==> config.mk <==
export PLATFORM = sky130hd
export DESIGN_NAME = hub_write_status
export DESIGN_NICKNAME = d
export VERILOG_FILES = /design/src/include/hub_status_pkg.sv /design/src/hdl/hub_write_status.sv
export SDC_FILE = /design/constraint.sdc
export NUM_CORES = 1
export LEC_CHECK = 0
export ABC_AREA = 1
export BUFFER_PORTS_ARGS = -buffer_cell sky130_fd_sc_hd__buf_2
export CORE_UTILIZATION = 44
export DETAILED_ROUTE_END_ITERATION = 10
export PLACE_DENSITY = 0.77
export RECOVER_POWER = 50
export SYNTH_ARGS = -nofsm -noshare
export SYNTH_HDL_FRONTEND = slang
export SYNTH_SLANG_ARGS = --single-unit
==> constraint.sdc <==
create_clock -name I_CORE_CLK -period 1.3 [get_ports I_CORE_CLK]
set_clock_uncertainty 0.05 [all_clocks]
set_input_delay 0.195 -clock I_CORE_CLK [delete_from_list [all_inputs] [get_ports I_CORE_CLK]]
set_output_delay 0.195 -clock I_CORE_CLK [all_outputs]
set_load 0.01 [all_outputs]
==> src/include/hub_status_pkg.sv <==
// Package for the sensor-hub write byte and status block.
// Assumes an APB slave with 32-bit data and byte addresses four times the index.
package hub_status_pkg;

    // ------------------------------------------------------------
    // Register indices and byte addresses
    // ------------------------------------------------------------
    localparam logic [7:0]  IDX_HUB_WRITE_BYTE    = 8'h21;
    localparam logic [7:0]  IDX_HUB_MASTER_STATUS = 8'h22;
    localparam logic [7:0]  IDX_IRQ_STATUS        = 8'h30;
    localparam logic [7:0]  IDX_IRQ_MASK          = 8'h31;
    localparam logic [7:0]  IDX_HUB_CONTROL       = 8'h32;
    localparam logic [11:0] ADDR_HUB_WRITE_BYTE    = {2'b00, IDX_HUB_WRITE_BYTE, 2'b00};
    localparam logic [11:0] ADDR_HUB_MASTER_STATUS = {2'b00, IDX_HUB_MASTER_STATUS, 2'b00};
    localparam logic [11:0] ADDR_IRQ_STATUS        = {2'b00, IDX_IRQ_STATUS, 2'b00};
    localparam logic [11:0] ADDR_IRQ_MASK          = {2'b00, IDX_IRQ_MASK, 2'b00};
    localparam logic [11:0] ADDR_HUB_CONTROL       = {2'b00, IDX_HUB_CONTROL, 2'b00};

    // ------------------------------------------------------------
    // Reset values and field positions
    // ------------------------------------------------------------
    localparam logic [7:0] RST_WRITE_BYTE = 8'h00;
    localparam logic [7:0] RST_STATUS     = 8'h00;
    localparam logic [4:0] RST_IRQ        = 5'h00;
    localparam int         BIT_CONCLUDED  = 0;
    localparam int         BIT_NOACK0     = 3;
    localparam int         BIT_DONE       = 7;
    localparam int         CTL_ONE_SHOT   = 0;

    // Events reported by the hub engine, one cycle pulses
    typedef struct packed {
        logic       write_done;
        logic [3:0] noack;
        logic       seq_start;
        logic       seq_end;
    } hub_event_s;

endpackage

==> src/hdl/hub_write_status.sv <==
// Sensor-hub write byte, status register and interrupt logic on APB.
// Assumes the hub engine on the same clock drives one-cycle event pulses.
// Overview of operation
// RULE1: Eight-bit write byte, reset zero, sent out
// RULE2: One-shot enabled write completion sets done flag
// RULE3: Fourth target noack sets its flag
// RULE4: Third target noack sets its flag
// RULE5: Second target noack sets its flag
// RULE6: First target noack sets its flag
// RULE7: Concluded flag low during, high after sequence
// RULE8: Unused bits zero, status writes ignored
//
// Chosen here: register access over APB.
`timescale 1ns/1ps
module hub_write_status
    import hub_status_pkg::*;
(
    input  wire logic        I_CORE_CLK,
    input  wire logic        I_RST,
    input  wire logic        I_PSEL,
    input  wire logic        I_PENABLE,
    input  wire logic        I_PWRITE,
    input  wire logic [11:0] I_PADDR,
    input  wire logic [31:0] I_PWDATA,
    input  wire logic [3:0]  I_PSTRB,
    output logic      [31:0] O_PRDATA,
    output logic             O_PREADY,
    output logic             O_PSLVERR,
    input  wire hub_event_s  I_HUB_EVENT,
    output logic      [7:0]  O_FIRST_TARGET_WRITE_BYTE,
    output logic             O_ONE_SHOT_WRITE_ENABLE,
    output logic             O_IRQ
);

    // ------------------------------------------------------------
    // Bus decode
    // ------------------------------------------------------------
    logic access;
    logic wr_en;
    logic rd_en;
    logic rd_load;
    logic mapped;
    logic ack_r;
    logic ack_nxt;

    // One wait state: the first access cycle loads the read word into a
    // flip-flop, the second answers. Costs a cycle per transfer but keeps
    // read data off a combinational path to the bus.
    assign access    = I_PSEL & I_PENABLE;
    assign wr_en     = access & I_PWRITE & ack_r;
    assign rd_en     = access & ~I_PWRITE & ack_r;
    assign rd_load   = access & ~I_PWRITE & ~ack_r;
    assign O_PREADY  = access & ack_r;
    assign O_PSLVERR = access & ack_r & ~mapped;

    // Answer flag: high for exactly the second cycle of each access phase
    always_comb begin
        ack_nxt = access & ~ack_r;
    end

    // Handshake state; cleared by reset so no transfer starts answered
    always_ff @(posedge I_CORE_CLK) begin
        if (I_RST) begin
            ack_r <= 1'b0;
        end else begin
            ack_r <= ack_nxt;
        end
    end

    function automatic logic hit(input logic [11:0] addr, input logic [11:0] target);
        hit = (addr == target);
    endfunction

    assign mapped = hit(I_PADDR, ADDR_HUB_WRITE_BYTE) | hit(I_PADDR, ADDR_HUB_MASTER_STATUS)
                  | hit(I_PADDR, ADDR_IRQ_STATUS) | hit(I_PADDR, ADDR_IRQ_MASK)
                  | hit(I_PADDR, ADDR_HUB_CONTROL);

    // ------------------------------------------------------------
    // Register state
    // ------------------------------------------------------------
    logic [7:0]  write_byte_r, write_byte_nxt;
    logic        one_shot_r, one_shot_nxt;
    logic        done_r, done_nxt;
    logic [3:0]  noack_r, noack_nxt;
    logic        concluded_r, concluded_nxt;
    logic [4:0]  irq_stat_r, irq_stat_nxt;
    logic [4:0]  irq_mask_r, irq_mask_nxt;
    logic [31:0] prdata_r, prdata_nxt;
    logic [7:0]  status_view;
    logic [4:0]  irq_events;
    logic        wr_stb0;

    // Byte lane 0 carries all eight-bit data; upper lanes are ignored
    assign wr_stb0 = wr_en & I_PSTRB[0];

    // Status layout, the two unused bits tied low
    assign status_view = {done_r, noack_r, 2'b00, concluded_r}; // RULE8

    // Interrupt sources: done, four noacks share layout order
    assign irq_events = {I_HUB_EVENT.write_done & one_shot_r, I_HUB_EVENT.noack};

    // ------------------------------------------------------------
    // Software-written registers
    // ------------------------------------------------------------
    // Only an answered write with lane 0 strobed changes a register
    always_comb begin
        write_byte_nxt = write_byte_r;
        one_shot_nxt   = one_shot_r;
        irq_mask_nxt   = irq_mask_r;
        if (wr_stb0 && hit(I_PADDR, ADDR_HUB_WRITE_BYTE)) begin
            write_byte_nxt = I_PWDATA[7:0]; // RULE1
        end
        if (wr_stb0 && hit(I_PADDR, ADDR_HUB_CONTROL)) begin
            one_shot_nxt = I_PWDATA[CTL_ONE_SHOT];
        end
        if (wr_stb0 && hit(I_PADDR, ADDR_IRQ_MASK)) begin
            irq_mask_nxt = I_PWDATA[4:0];
        end
    end

    // Registering only; synchronous reset to constants
    always_ff @(posedge I_CORE_CLK) begin
        if (I_RST) begin
            write_byte_r <= RST_WRITE_BYTE; // RULE1
            one_shot_r   <= 1'b0;
            irq_mask_r   <= RST_IRQ;
        end else begin
            write_byte_r <= write_byte_nxt;
            one_shot_r   <= one_shot_nxt;
            irq_mask_r   <= irq_mask_nxt;
        end
    end

    // ------------------------------------------------------------
    // Hub status flags
    // ------------------------------------------------------------
    // Host writes to the status address never reach these flags; a new
    // sequence clears them, and an event in the same cycle still wins
    always_comb begin
        done_nxt      = done_r;
        noack_nxt     = noack_r;
        concluded_nxt = concluded_r;
        if (I_HUB_EVENT.seq_start) begin
            concluded_nxt = 1'b0; // RULE7
            done_nxt      = 1'b0;
            noack_nxt     = 4'h0;
        end
        if (I_HUB_EVENT.seq_end) begin
            concluded_nxt = 1'b1; // RULE7
        end
        if (I_HUB_EVENT.write_done && one_shot_r) begin
            done_nxt = 1'b1; // RULE2
        end
        noack_nxt[3] = noack_nxt[3] | I_HUB_EVENT.noack[3]; // RULE3
        noack_nxt[2] = noack_nxt[2] | I_HUB_EVENT.noack[2]; // RULE4
        noack_nxt[1] = noack_nxt[1] | I_HUB_EVENT.noack[1]; // RULE5
        noack_nxt[0] = noack_nxt[0] | I_HUB_EVENT.noack[0]; // RULE6
    end

    // Reset values come from the status layout constants
    always_ff @(posedge I_CORE_CLK) begin
        if (I_RST) begin
            done_r      <= RST_STATUS[BIT_DONE];
            noack_r     <= RST_STATUS[BIT_NOACK0 +: 4];
            concluded_r <= RST_STATUS[BIT_CONCLUDED];
        end else begin
            done_r      <= done_nxt;
            noack_r     <= noack_nxt;
            concluded_r <= concluded_nxt;
        end
    end

    // ------------------------------------------------------------
    // Interrupt status
    // ------------------------------------------------------------
    // Write one to clear; a coincident event keeps its bit set, so an
    // event that lands during a clear is never lost
    always_comb begin
        irq_stat_nxt = irq_stat_r;
        if (wr_stb0 && hit(I_PADDR, ADDR_IRQ_STATUS)) begin
            irq_stat_nxt = irq_stat_r & ~I_PWDATA[4:0];
        end
        irq_stat_nxt = irq_stat_nxt | irq_events;
    end

    // Registering only
    always_ff @(posedge I_CORE_CLK) begin
        if (I_RST) begin
            irq_stat_r <= RST_IRQ;
        end else begin
            irq_stat_r <= irq_stat_nxt;
        end
    end

    // ------------------------------------------------------------
    // Read data
    // ------------------------------------------------------------
    // Loaded in the first access cycle, shown in the answer cycle, then
    // dropped back to zero so the bus never sees a stale word
    always_comb begin
        prdata_nxt = 32'h0000_0000;
        if (rd_load) begin
            if (hit(I_PADDR, ADDR_HUB_WRITE_BYTE)) begin
                prdata_nxt = {24'h00_0000, write_byte_r};
            end else if (hit(I_PADDR, ADDR_HUB_MASTER_STATUS)) begin
                prdata_nxt = {24'h00_0000, status_view}; // RULE8
            end else if (hit(I_PADDR, ADDR_IRQ_STATUS)) begin
                prdata_nxt = {27'h000_0000, irq_stat_r};
            end else if (hit(I_PADDR, ADDR_IRQ_MASK)) begin
                prdata_nxt = {27'h000_0000, irq_mask_r};
            end else if (hit(I_PADDR, ADDR_HUB_CONTROL)) begin
                prdata_nxt = {31'h0000_0000, one_shot_r};
            end else begin
                prdata_nxt = 32'h0000_0000;
            end
        end
    end

    // Registering only
    always_ff @(posedge I_CORE_CLK) begin
        if (I_RST) begin
            prdata_r <= 32'h0000_0000;
        end else begin
            prdata_r <= prdata_nxt;
        end
    end

    // ------------------------------------------------------------
    // Outputs
    // ------------------------------------------------------------
    // Read word straight from its flip-flop; zero outside the answer cycle
    assign O_PRDATA = prdata_r;

    assign O_FIRST_TARGET_WRITE_BYTE = write_byte_r; // RULE1
    assign O_ONE_SHOT_WRITE_ENABLE   = one_shot_r;
    assign O_IRQ                     = |(irq_stat_r & irq_mask_r);

    // ------------------------------------------------------------
    // Assertions
    // ------------------------------------------------------------
    a_write_byte_load: assert property (@(posedge I_CORE_CLK) disable iff (I_RST) // RULE1
        (wr_stb0 && I_PADDR == ADDR_HUB_WRITE_BYTE) |=> O_FIRST_TARGET_WRITE_BYTE == $past(I_PWDATA[7:0]))
        else $error("write byte not loaded");
    a_done_set: assert property (@(posedge I_CORE_CLK) disable iff (I_RST) // RULE2
        (I_HUB_EVENT.write_done && one_shot_r) |=> done_r)
        else $error("done flag not set");
    a_done_needs_mode: assert property (@(posedge I_CORE_CLK) disable iff (I_RST) // RULE2
        (!done_r && !(I_HUB_EVENT.write_done && one_shot_r)) |=> !done_r)
        else $error("done flag set without one-shot write");
    a_noack3_set: assert property (@(posedge I_CORE_CLK) disable iff (I_RST) // RULE3
        I_HUB_EVENT.noack[3] |=> noack_r[3] && irq_stat_r[3])
        else $error("fourth noack lost");
    a_noack2_set: assert property (@(posedge I_CORE_CLK) disable iff (I_RST) // RULE4
        I_HUB_EVENT.noack[2] |=> noack_r[2])
        else $error("third noack lost");
    a_noack1_set: assert property (@(posedge I_CORE_CLK) disable iff (I_RST) // RULE5
        I_HUB_EVENT.noack[1] |=> noack_r[1])
        else $error("second noack lost");
    a_noack0_set: assert property (@(posedge I_CORE_CLK) disable iff (I_RST) // RULE6
        I_HUB_EVENT.noack[0] |=> noack_r[0])
        else $error("first noack lost");
    a_seq_conclude: assert property (@(posedge I_CORE_CLK) disable iff (I_RST) // RULE7
        (I_HUB_EVENT.seq_start && !I_HUB_EVENT.seq_end) |=> !concluded_r)
        else $error("concluded flag wrong at sequence start");
    a_seq_end_set: assert property (@(posedge I_CORE_CLK) disable iff (I_RST) // RULE7
        I_HUB_EVENT.seq_end |=> concluded_r)
        else $error("concluded flag not set");
    a_status_ro: assert property (@(posedge I_CORE_CLK) disable iff (I_RST) // RULE8
        (rd_en && I_PADDR == ADDR_HUB_MASTER_STATUS) |-> O_PRDATA[2:1] == 2'b00
        && O_PRDATA[31:8] == 24'h00_0000)
        else $error("unused status bits not zero");
    // Write byte changes only on an answered write to its address
    a_write_byte_hold: assert property (@(posedge I_CORE_CLK) disable iff (I_RST) // RULE1
        !(wr_stb0 && I_PADDR == ADDR_HUB_WRITE_BYTE) |=> $stable(write_byte_r))
        else $error("write byte changed without a write");
    // Done flag stays until the next sequence starts
    a_done_sticky: assert property (@(posedge I_CORE_CLK) disable iff (I_RST) // RULE2
        (done_r && !I_HUB_EVENT.seq_start) |=> done_r)
        else $error("done flag dropped inside a sequence");
    // Noack flags only rise between sequence starts
    a_noack_sticky: assert property (@(posedge I_CORE_CLK) disable iff (I_RST) // RULE3 RULE4 RULE5 RULE6
        !I_HUB_EVENT.seq_start |=> (noack_r & $past(noack_r)) == $past(noack_r))
        else $error("noack flag dropped inside a sequence");
    // Concluded flag holds its level between start and end pulses
    a_concluded_hold: assert property (@(posedge I_CORE_CLK) disable iff (I_RST) // RULE7
        (!I_HUB_EVENT.seq_start && !I_HUB_EVENT.seq_end) |=> $stable(concluded_r))
        else $error("concluded flag moved without a pulse");
    // Host writes to the status address leave every flag alone
    a_status_wr_ignored: assert property (@(posedge I_CORE_CLK) disable iff (I_RST) // RULE8
        (wr_en && I_PADDR == ADDR_HUB_MASTER_STATUS && I_HUB_EVENT == '0)
        |=> $stable(status_view))
        else $error("status write changed a flag");

    // ------------------------------------------------------------
    // Bus and interrupt assertions
    // ------------------------------------------------------------
    // Handshake: first access cycle waits, second answers
    a_ready_waits: assert property (@(posedge I_CORE_CLK) disable iff (I_RST)
        (I_PSEL && !I_PENABLE) ##1 (I_PSEL && I_PENABLE) |-> !O_PREADY ##1 O_PREADY)
        else $error("access phase not answered after one wait cycle");
    // Read word shows only in the answer cycle of a read
    a_read_idle_zero: assert property (@(posedge I_CORE_CLK) disable iff (I_RST)
        !rd_en |-> O_PRDATA == 32'h0000_0000)
        else $error("read data outside a read answer");
    // Unmapped reads answer zero with an error
    a_unmapped_read: assert property (@(posedge I_CORE_CLK) disable iff (I_RST)
        (rd_en && !mapped) |-> O_PSLVERR && O_PRDATA == 32'h0000_0000)
        else $error("unmapped read not refused");
    // A hub event beats a write-one clear of the same bit
    a_irq_set_wins: assert property (@(posedge I_CORE_CLK) disable iff (I_RST)
        (|irq_events) |=> (irq_stat_r & $past(irq_events)) == $past(irq_events))
        else $error("interrupt event lost");

endmodule

==> results.yml, run 1 <==
placed_design:
  gpl.final_weighted_congestion: 0.929
  cells_after_dpl: 370
  placement.io_buffers: 52
  dp_hpwl_mm: 3.28
clocking:
  clock_latency_ns: 0.28
  clock_transition_at_the_registers_of_the_reported_paths_ns: 0.06
  cts_root_buf: "clkbuf_8"
  clock-sinks: 34
  max-clock-path-buffers: 2
  cts.htree.levels: 2
  tritoncts: "done"
  cts_hold_repair.buffers: 0
  tritoncts.num_buffers: 5
yosys:
  synth.top_cells.by_area: "dfxtp_1 (37%), nand2_1 (10%), buf_4 (9.9%)"
  synth_sequential_area_ratio_pct: 37.3
  postSynthCellCount: 251
  yosys_register_bits: 34
  post_synth.cell_area_avg_um2: 7.27
  synthDistinctLibCells: 28
  synth-warning-count: 0
  synth_largest_area_cell: "dfxtp_1"
  synth.cell_area_um2: 1820
  netlist.area_leader.share_pct: 37.3
sta:
  final_hold_violation_count: 0
  setup_viol: 19
  slew_violations: 0
  setup_ws_ns: -0.192
  smallest_hold_slack_ns: 0.0701
  finalWorstPathRequiredPeriod_ns: 1.49
  final.period_utilization_pct: 115
  grt_setup_unrepaired: "yes"
  fmax_ghz: 0.670
layout:
  n_antenna_cell: 0
  fin_cells: 384
  layout-area-overhead-vs-synth_pct: 34.7
  final_core_util_pct: 61.4
  final_layout_size_suffix_gt1_share_pct: 39.2
  finish.net_count: 393
die:
  floorplan.initialDensity_pct: 45.6
  floorplan.die.width_um: 66.4
  fp.coreArea_um2: 4000
  die_area_um2: 4410
  core.rowCount: 23
  die-height_um: 66.4
  io-pin-count: 104
power_and_ir_drop:
  irDropWorstVdd_uv: 556
  leakagePower_uw: 0.00116
  powerDensity_nw_per_um2: 913
setup_path:
  critical_path.max_fanout: 2
  worstPathRequired_ns: 1.05
  worstPathCellList: "nand3_2, buf_6, nor4_4, buf_2"
  r2r_setup_slack_ns: -0.13
  critical_path_top_delay_cell: "dfxtp_2"
  timing.critical_path.from_type: "flop"
  worstSetupEndpointType: "output port"
  regToRegStartpoint: "ack_r"
  critPathKind: "flop to output port"
  cell_class_contributing_the_biggest_share_of_worst_path_delay: "flip-flops"
  worst_path_largest_cell_delay_ns: 0.35
  startpoint: "ack_r"
  cp.buffers_inverters: 2
  worst_ep_arrival_time_ns: 1.25
run_status:
  outcome: "finished, violations left"
  failing_checks: "setup timing"
global_route:
  grt.total_usage_pct: 21.4
  grt_antenna_before_repair: 0
  grt_overflow: 0
  grt_pass1_vias: 1604
  grt_max_degree: 22
  grt_first_pass_wirelength_mm: 6.96
drt:
  route.vias.total: 1845
  drt_drc_violations_left: 0
  final_antenna_net_count: 0
  drt-initial-drc-count: 112
  firstDrtPassIters: 4
  vias_per_cell: 4.80
  totalWireLength_mm: 4.55
  wl_per_cell_um: 11.8
job:
  timing.max_cap.violations: 0
min_path:
  worstHoldPathType: "primary input to flop"
  hold_path.startpoint: "I_HUB_EVENT[0]"
==> synth_stat cells, drive strengths merged <==
| master | instances |
|---|---|
| nand3b | 1 |
| buf | 26 |
| nand4 | 2 |
| clkinv | 1 |
| dfxtp | 34 |
| nand3 | 11 |
| nor2 | 30 |
| o21ai | 21 |
| clkbuf | 2 |
| conb | 1 |
| a221oi | 1 |
| nor4 | 2 |
| nor3 | 5 |
| nand2 | 55 |
| inv | 30 |
| a21oi | 29 |
==> path summary, 6_finish.rpt <==
check,endpoint,cells after the start
worst max-delay path,O_PSLVERR,4
worst min-delay path,concluded_r,3
worst max register to register,O_FIRST_TARGET_WRITE_BYTE[4],8
worst min register to register,irq_stat_r[4],2
==> metrics by stage <==
| stage | instance area [um2] | setup TNS [ns] | total power (uW) | setup WS (ns) |
|---|---|---|---|---|
| after floorplan | 1920 | 0 | 1260 | 0.0290 |
| after global placement | 2190 | -0.775 | 1300 | -0.112 |
| after detailed placement | 2190 | -1.23 | 1300 | -0.115 |
| after CTS | 2380 | -0.713 | 2240 | -0.195 |
| after global routing | 2460 | -3.01 | 2320 | -0.242 |
| final | 2460 | -1.30 | 2240 | -0.192 |
==> area by class of cell <==
type,count,area (um2)
flip-flops and latches,34,687
fillers,348,1540
clock inverters,1,30.0
multi-input cells,182,1000
repair buffers,79,478
well taps,50,62.6
inverters,31,124
clock buffers,7,76.3
==> registers in the layout, indices dropped and copies added, names as in the netlist <==
register and cells:
O_ONE_SHOT_WRITE_ENABLE 1, noack_r 4, O_PRDATA 8, done_r 1, irq_stat_r 5, irq_mask_r 5
O_FIRST_TARGET_WRITE_BYTE 8, ack_r 1, concluded_r 1
==> placed cells by master, fill, tap and decap left out <==
cell type,synthesis,final
buf_2,0,52
nand2_1,50,47
dfxtp_1,34,29
a21oi_1,29,27
inv_1,27,25
conb_1,1,24
buf_4,24,23
nor2_1,20,20
o21ai_0,21,13
nand3_1,8,7
nor2_2,7,6
nand2_2,2,5
o21ai_2,0,5
dfxtp_2,0,5
clkbuf_8,0,5
buf_6,2,4
inv_4,1,3
nand2_4,3,3
nand3_4,1,3
nor2_4,2,3
o21ai_1,0,3
nor3_2,3,3
nand3_2,2,2
nor3_1,2,2
inv_2,2,2
nor4_4,0,2
nand4_1,2,2
a21oi_2,0,2
clkbuf_1,2,2
nor2_8,1,1
a221oi_2,0,1
clkinv_1,1,1
nand3b_1,1,1
bufinv_16,0,1
==> routing by layer <==
metal / GRT usage (%) / vias up / routed length, um
li1: - / 920 / -
met1: 26.0 / 826 / 1880
met2: 34.9 / 93 / 2290
met3: 5.86 / 6 / 338
met4: 9.31 / 0 / 40
met5: 0 / - / 0
==> report_power, final <==
part           switching (uW)  leakage (uW)  internal (uW)
Sequential               15.3      0.000278           1060
Combinational             141      0.000828           84.5
Clock                     366     0.0000524            573
Total                     522       0.00116           1720
==> worst reg2reg max path: stages, from the launching register on <==
cell	delay, ns
dfxtp_2	0.35
nand3_2	0.08
buf_4	0.15
inv_4	0.06
nand3_4	0.10
buf_6	0.16
nor2_4	0.21
nand2_1	0.08
a21oi_1	0.14
==> what timing repair did <==
| item | CTS | global route |
|---|---|---|
| gates cloned | 2 | 0 |
| resized for setup | 19 | 19 |
| setup endpoints to repair | 15 | 26 |
| setup buffers | 1 | 3 |
| pin swaps | 17 | 12 |
==> cell families (layout without fill, tap and decap cells) <==
| kind of cell | after synthesis | count (layout) | share of synthesized area, % |
|---|---|---|---|
| DFF | 34 | 34 | 37.3 |
| AOI/OAI and AO/OA | 51 | 51 | 14.2 |
| and+or+nand+nor | 106 | 107 | 30.2 |
| other | 1 | 24 | 0.206 |
| buffers and inverters | 59 | 118 | 18.0 |
(Power assumes the default switching activity.)
==> run 2, diff against run 1 <==
--- a/config.mk
+++ b/config.mk
@@ -7,10 +7,13 @@
 export LEC_CHECK = 0
 export ABC_AREA = 1
 export BUFFER_PORTS_ARGS = -buffer_cell sky130_fd_sc_hd__buf_2
-export CORE_UTILIZATION = 44
+export CELL_PAD_IN_SITES_DETAIL_PLACEMENT = 0
+export CELL_PAD_IN_SITES_GLOBAL_PLACEMENT = 1
+export CORE_UTILIZATION = 29
 export DETAILED_ROUTE_END_ITERATION = 10
-export PLACE_DENSITY = 0.77
+export PLACE_DENSITY = 0.76
 export RECOVER_POWER = 50
+export SLEW_MARGIN = 20
 export SYNTH_ARGS = -nofsm -noshare
 export SYNTH_HDL_FRONTEND = slang
 export SYNTH_SLANG_ARGS = --single-unit
==> results.yml, run 2 (same netlist as run 1, synthesis figures left out) <==
setup_path:
  worst_path_largest_cell_delay_ns: 0.28
  critPathKind: "primary input to output port"
  cp.buffers_inverters: 3
  critical_path_top_delay_cell: "nor3_2"
  timing.critical_path.from_type: "primary input"
  worstPathCellList: "buf_2, nor2_2, nand2_2, buf_4, nor3_2, nor4_4, buf_2"
  worstSetupEndpointType: "output port"
  critical-path-top-cell-by-count: "buf_2"
  critical_path.max_fanout: 4
  cell_class_contributing_the_biggest_share_of_worst_path_delay: "simple AND/OR/NAND/NOR gates"
  worst_ep_arrival_time_ns: 1.22
  worstPathRequired_ns: 1.05
die:
  core.rowCount: 28
  fp.coreArea_um2: 5990
  die_area_um2: 6610
  io-pin-count: 104
  floorplan.initialDensity_pct: 30.5
  die-height_um: 81.3
  floorplan.die.width_um: 81.3
drt:
  final_antenna_net_count: 0
  route.vias.total: 1781
  wl_per_cell_um: 11.8
  drt_drc_violations_left: 0
  firstDrtPassIters: 4
  vias_per_cell: 4.31
  drt-initial-drc-count: 123
  totalWireLength_mm: 4.87
job:
  timing.max_cap.violations: 0
power_and_ir_drop:
  leakagePower_uw: 0.00113
  irDropWorstVdd_uv: 371
  powerDensity_nw_per_um2: 881
  report.power.total_uw: 2270
layout:
  n_antenna_cell: 0
  layout.filler_cells: 646
  layout-area-overhead-vs-synth_pct: 41.2
  layout_cell_area_excl_fill_um2: 2580
  final_core_util_pct: 43.0
  finish.net_count: 397
  mostFrequentLayoutCells: "nand2_1 (39), buf_2 (39), dfxtp_1 (31)"
  final_layout_size_suffix_gt1_share_pct: 41.1
clocking:
  cts_root_buf: "clkbuf_8"
  cts.htree.levels: 2
  clock_transition_at_the_registers_of_the_reported_paths_ns: 0.07
  tritoncts.num_buffers: 5
  clock-sinks: 34
  clock_latency_ns: 0.29
  cts_hold_repair.buffers: 0
  tritoncts: "done"
  max-clock-path-buffers: 2
sta:
  final_hold_violation_count: 0
  final.period_utilization_pct: 112
  slew_violations: 0
  setup_ws_ns: -0.161
  fmax_ghz: 0.684
  setup_viol: 10
  grt_setup_unrepaired: "yes"
  smallest_hold_slack_ns: 0.0609
  finalWorstPathRequiredPeriod_ns: 1.46
placed_design:
  placed_cell_area_um2: 2260
  gpl.final_weighted_congestion: 0.837
  dp_hpwl_mm: 3.68
  placement.io_buffers: 52
global_route:
  grt_antenna_before_repair: 0
  grt_overflow: 0
  grt_max_degree: 22
  grt_pass1_vias: 1614
  grt_first_pass_wirelength_mm: 7.73
  grt.total_usage_pct: 15.7
run_status:
  failing_checks: "setup timing"
  outcome: "finished, violations left"
min_path:
  worstHoldPathType: "primary input to flop"
run 2: cell count changes in the layout (fill, tap and decap cells not counted), moves of 6 or more:
cell | before | now
buf_2 | 52 | 39
a21oi_2 | 2 | 8
a21oi_1 | 27 | 21
nand2_2 | 5 | 13
nand2_1 | 47 | 39
clkbuf_1 | 2 | 14
run 2: worst paths after layout:
check / from / endpoint / slack (ns) / depth (start not counted)
min reg2reg: irq_stat_r[4] / irq_stat_r[4] / 0.42 / 2
max reg2reg: ack_r / O_FIRST_TARGET_WRITE_BYTE[6] / -0.04 / 7
min: I_HUB_EVENT[0] / concluded_r / 0.06 / 3
max: I_PADDR[5] / O_PSLVERR / -0.16 / 7
run 2: repair_timing:
action | CTS | global route
endpoints found under the setup margin | 16 | 25
pin swaps | 6 | 17
gates resized for setup | 23 | 38
cloned | 0 | 1
setup buffers | 2 | 3
run 2: layout make-up:
class	count	area, um2	area share, %
multi-input combinational	182	1070	41.6
sequential	34	684	26.6
timing repair buffer	83	499	19.4
inverter	31	121	4.71
tap	75	93.8	3.64
clock buffer	7	76.3	2.96
clock inverter	1	30.0	1.17
run 2: report_power, final:
group | internal [uW] | switching, uW | total (uW)
clock | 573 | 382 | 955
combinational | 90.5 | 147 | 237
sequential | 1060 | 14.3 | 1080
total | 1730 | 543 | 2270
run 2: per-layer routing:
layer	track usage [%]	up-vias	wire length, um	part of all wire (%)
met1	19.5	786	2150	44
li1	-	927	-	-
met5	0	-	0	0
met4	5.36	0	91	1.9
met2	26.1	57	2390	49
met3	3.82	11	237	4.9
run 2: through the flow:
stage	TNS, ns	setup WS, ns	cells
3_5_place_dp	-2.20	-0.158	399
6_report	-0.427	-0.161	413
5_1_grt	-1.08	-0.212	413
3_3_place_gp	-2.06	-0.164	399
2_1_floorplan	0	0.0290	274
4_1_cts	-0.279	-0.143	409
run 2: worst reg2reg max path, cell delays in order (launching register included):
cell and delay (ns):
dfxtp_2 0.36, nand3_4 0.09, inv_2 0.08, nand3_4 0.11, buf_6 0.15, nor2_4 0.23, nand2_1 0.11, a21oi_2 0.12
==> run 3, diff against run 2 <==
--- a/config.mk
+++ b/config.mk
@@ -8,8 +8,8 @@
 export ABC_AREA = 1
 export BUFFER_PORTS_ARGS = -buffer_cell sky130_fd_sc_hd__buf_2
 export CELL_PAD_IN_SITES_DETAIL_PLACEMENT = 0
-export CELL_PAD_IN_SITES_GLOBAL_PLACEMENT = 1
-export CORE_UTILIZATION = 29
+export CELL_PAD_IN_SITES_GLOBAL_PLACEMENT = 2
+export CORE_UTILIZATION = 22
 export DETAILED_ROUTE_END_ITERATION = 10
 export PLACE_DENSITY = 0.76
 export RECOVER_POWER = 50
==> results.yml, run 3 (same netlist as run 1, synthesis figures left out) <==
run_status:
  outcome: "finished, violations left"
  failing_checks: "setup timing"
setup_path:
  critical_path_top_delay_cell: "dfxtp_2"
  cell_class_contributing_the_biggest_share_of_worst_path_delay: "flip-flops"
  r2r_setup_slack_ns: 0
  worstPathRequired_ns: 1.05
  worst_setup_path_endpoint: "O_IRQ"
  crit-reg2reg-capture: "O_FIRST_TARGET_WRITE_BYTE[5]"
  critical_path.max_fanout: 2
  timing.critical_path.from_type: "flop"
  critical-path-top-cell-by-count: "nand2_2"
  worstPathCellList: "nand2_2, nand2_2, a221oi_4, o21ai_2, buf_2"
  worst_path_largest_cell_delay_ns: 0.33
  worst_ep_arrival_time_ns: 1.19
  r2r.worst_path.cells: 7
  startpoint: "irq_mask_r[3]"
  critPathKind: "flop to output port"
  worstSetupEndpointType: "output port"
  cp.depth: 5
  cp.buffers_inverters: 1
  regToRegStartpoint: "ack_r"
global_route:
  grt_first_pass_wirelength_mm: 7.70
  grt_antenna_before_repair: 0
  met2_track_demand_over_resource_in_global_routing_pct: 19.9
  grt.total_usage_pct: 11.7
  globalRoute.busiestLayer: "met2"
  grt.met1_usage_pct: 14.1
  globalRouteMet3Util_pct: 2.44
  grt_pass1_vias: 1619
  grt_max_degree: 22
  grt_overflow: 0
clocking:
  max-clock-path-buffers: 2
  cts_hold_repair.buffers: 0
  clock_transition_at_the_registers_of_the_reported_paths_ns: 0.07
  tritoncts.num_buffers: 5
  cts.htree.levels: 2
  clock-sinks: 34
  tritoncts: "done"
  cts_root_buf: "clkbuf_8"
  clock_latency_ns: 0.29
sta:
  grt_setup_unrepaired: "yes"
  setup_viol: 2
  final_hold_violation_count: 0
  finalWorstPathRequiredPeriod_ns: 1.44
  slew_violations: 0
  fmax_ghz: 0.695
  setup_ws_ns: -0.140
  final.period_utilization_pct: 111
drt:
  route.vias.total: 1736
  final_antenna_net_count: 0
  vias_per_cell: 4.02
  firstDrtPassIters: 4
  totalWireLength_mm: 4.98
  drt_drc_violations_left: 0
  drt-initial-drc-count: 40
  wl_per_cell_um: 11.5
layout:
  finish.net_count: 389
  seq_cell_area_um2: 686
  fin_cells: 432
  layout.filler_cells: 858
  final_core_util_pct: 31.5
  layout-area-overhead-vs-synth_pct: 36.0
  n_antenna_cell: 0
  final_common_cell: "nand2_1"
  area_of_the_multi_input_gates_um2: 1010
  final_layout_size_suffix_gt1_share_pct: 35.8
  mostFrequentLayoutCells: "nand2_1 (43), buf_2 (38), dfxtp_1 (30)"
placed_design:
  gpl.final_weighted_congestion: 0.792
  dp_hpwl_mm: 3.98
  cells_after_dpl: 421
  placement.io_buffers: 52
die:
  floorplan.die.width_um: 93.1
  core.rowCount: 32
  floorplan.initialDensity_pct: 23.1
  die-height_um: 93.1
  fp.coreArea_um2: 7890
  die_area_um2: 8660
  io-pin-count: 104
power_and_ir_drop:
  leakagePower_uw: 0.00110
  powerDensity_nw_per_um2: 856
  irDropWorstVdd_uv: 315
min_path:
  worstHoldPathType: "primary input to flop"
job:
  timing.max_cap.violations: 0
==> run 3: where the power goes <==
| group | internal (uW) | leakage [uW] | switching [uW] |
|---|---|---|---|
| logic | 86.8 | 0.000772 | 140 |
| registers | 1060 | 0.000278 | 16.4 |
| clock network | 427 | 0.0000482 | 391 |
| total | 1580 | 0.00110 | 547 |
==> run 3: timing repair <==
action	CTS	global route
setup buffers	1	2
cloned	0	0
gates resized for setup	14	31
endpoints found under the setup margin	13	24
pin swaps	5	14
==> run 3: how the worst min path moves through the flow <==
stage,start,endpoint,depth (start not counted)
2_1_floorplan,I_HUB_EVENT[0],concluded_r,2
3_3_place_gp,I_HUB_EVENT[0],concluded_r,3
3_5_place_dp,I_HUB_EVENT[0],concluded_r,3
4_1_cts,I_HUB_EVENT[0],concluded_r,3
5_1_grt,I_HUB_EVENT[0],concluded_r,3
6_report,I_HUB_EVENT[0],concluded_r,3
==> run 3: tightest hold or removal path, cell delays in order <==
cell     delay [ns]
buf_2          0.07
a21oi_1        0.03
nor2_1         0.07
==> run 3: layout make-up <==
class                   instances  area share [%]
multi-input cells             181            40.8
flip-flops and latches         34            27.6
repair buffers                 76            17.8
well taps                     102            5.14
inverters                      31            4.89
clock buffers                   7            3.48
clock inverters                 1           0.202
==> run 3: per-layer routing <==
metal / wire [um] / part of all wire (%) / vias up
met5: 0 / 0 / -
met4: 131 / 2.6 / 0
met3: 192 / 3.9 / 8
met2: 2390 / 48 / 56
met1: 2260 / 45 / 758
li1: - / - / 914
==> run 3: stage by stage <==
step	power [uW]	setup slack (ns)	setup TNS (ns)	instance area, um2	hold WS [ns]
CTS	2130	-0.150	-0.297	2370	0.0607
global route	2210	-0.222	-1.33	2480	0.0767
detailed placement	1310	-0.182	-2.11	2250	0.358
finish	2120	-0.140	-0.250	2480	0.0653
global placement	1310	-0.186	-2.15	2250	0.348
floorplan	1260	0.0290	0	1920	0.262
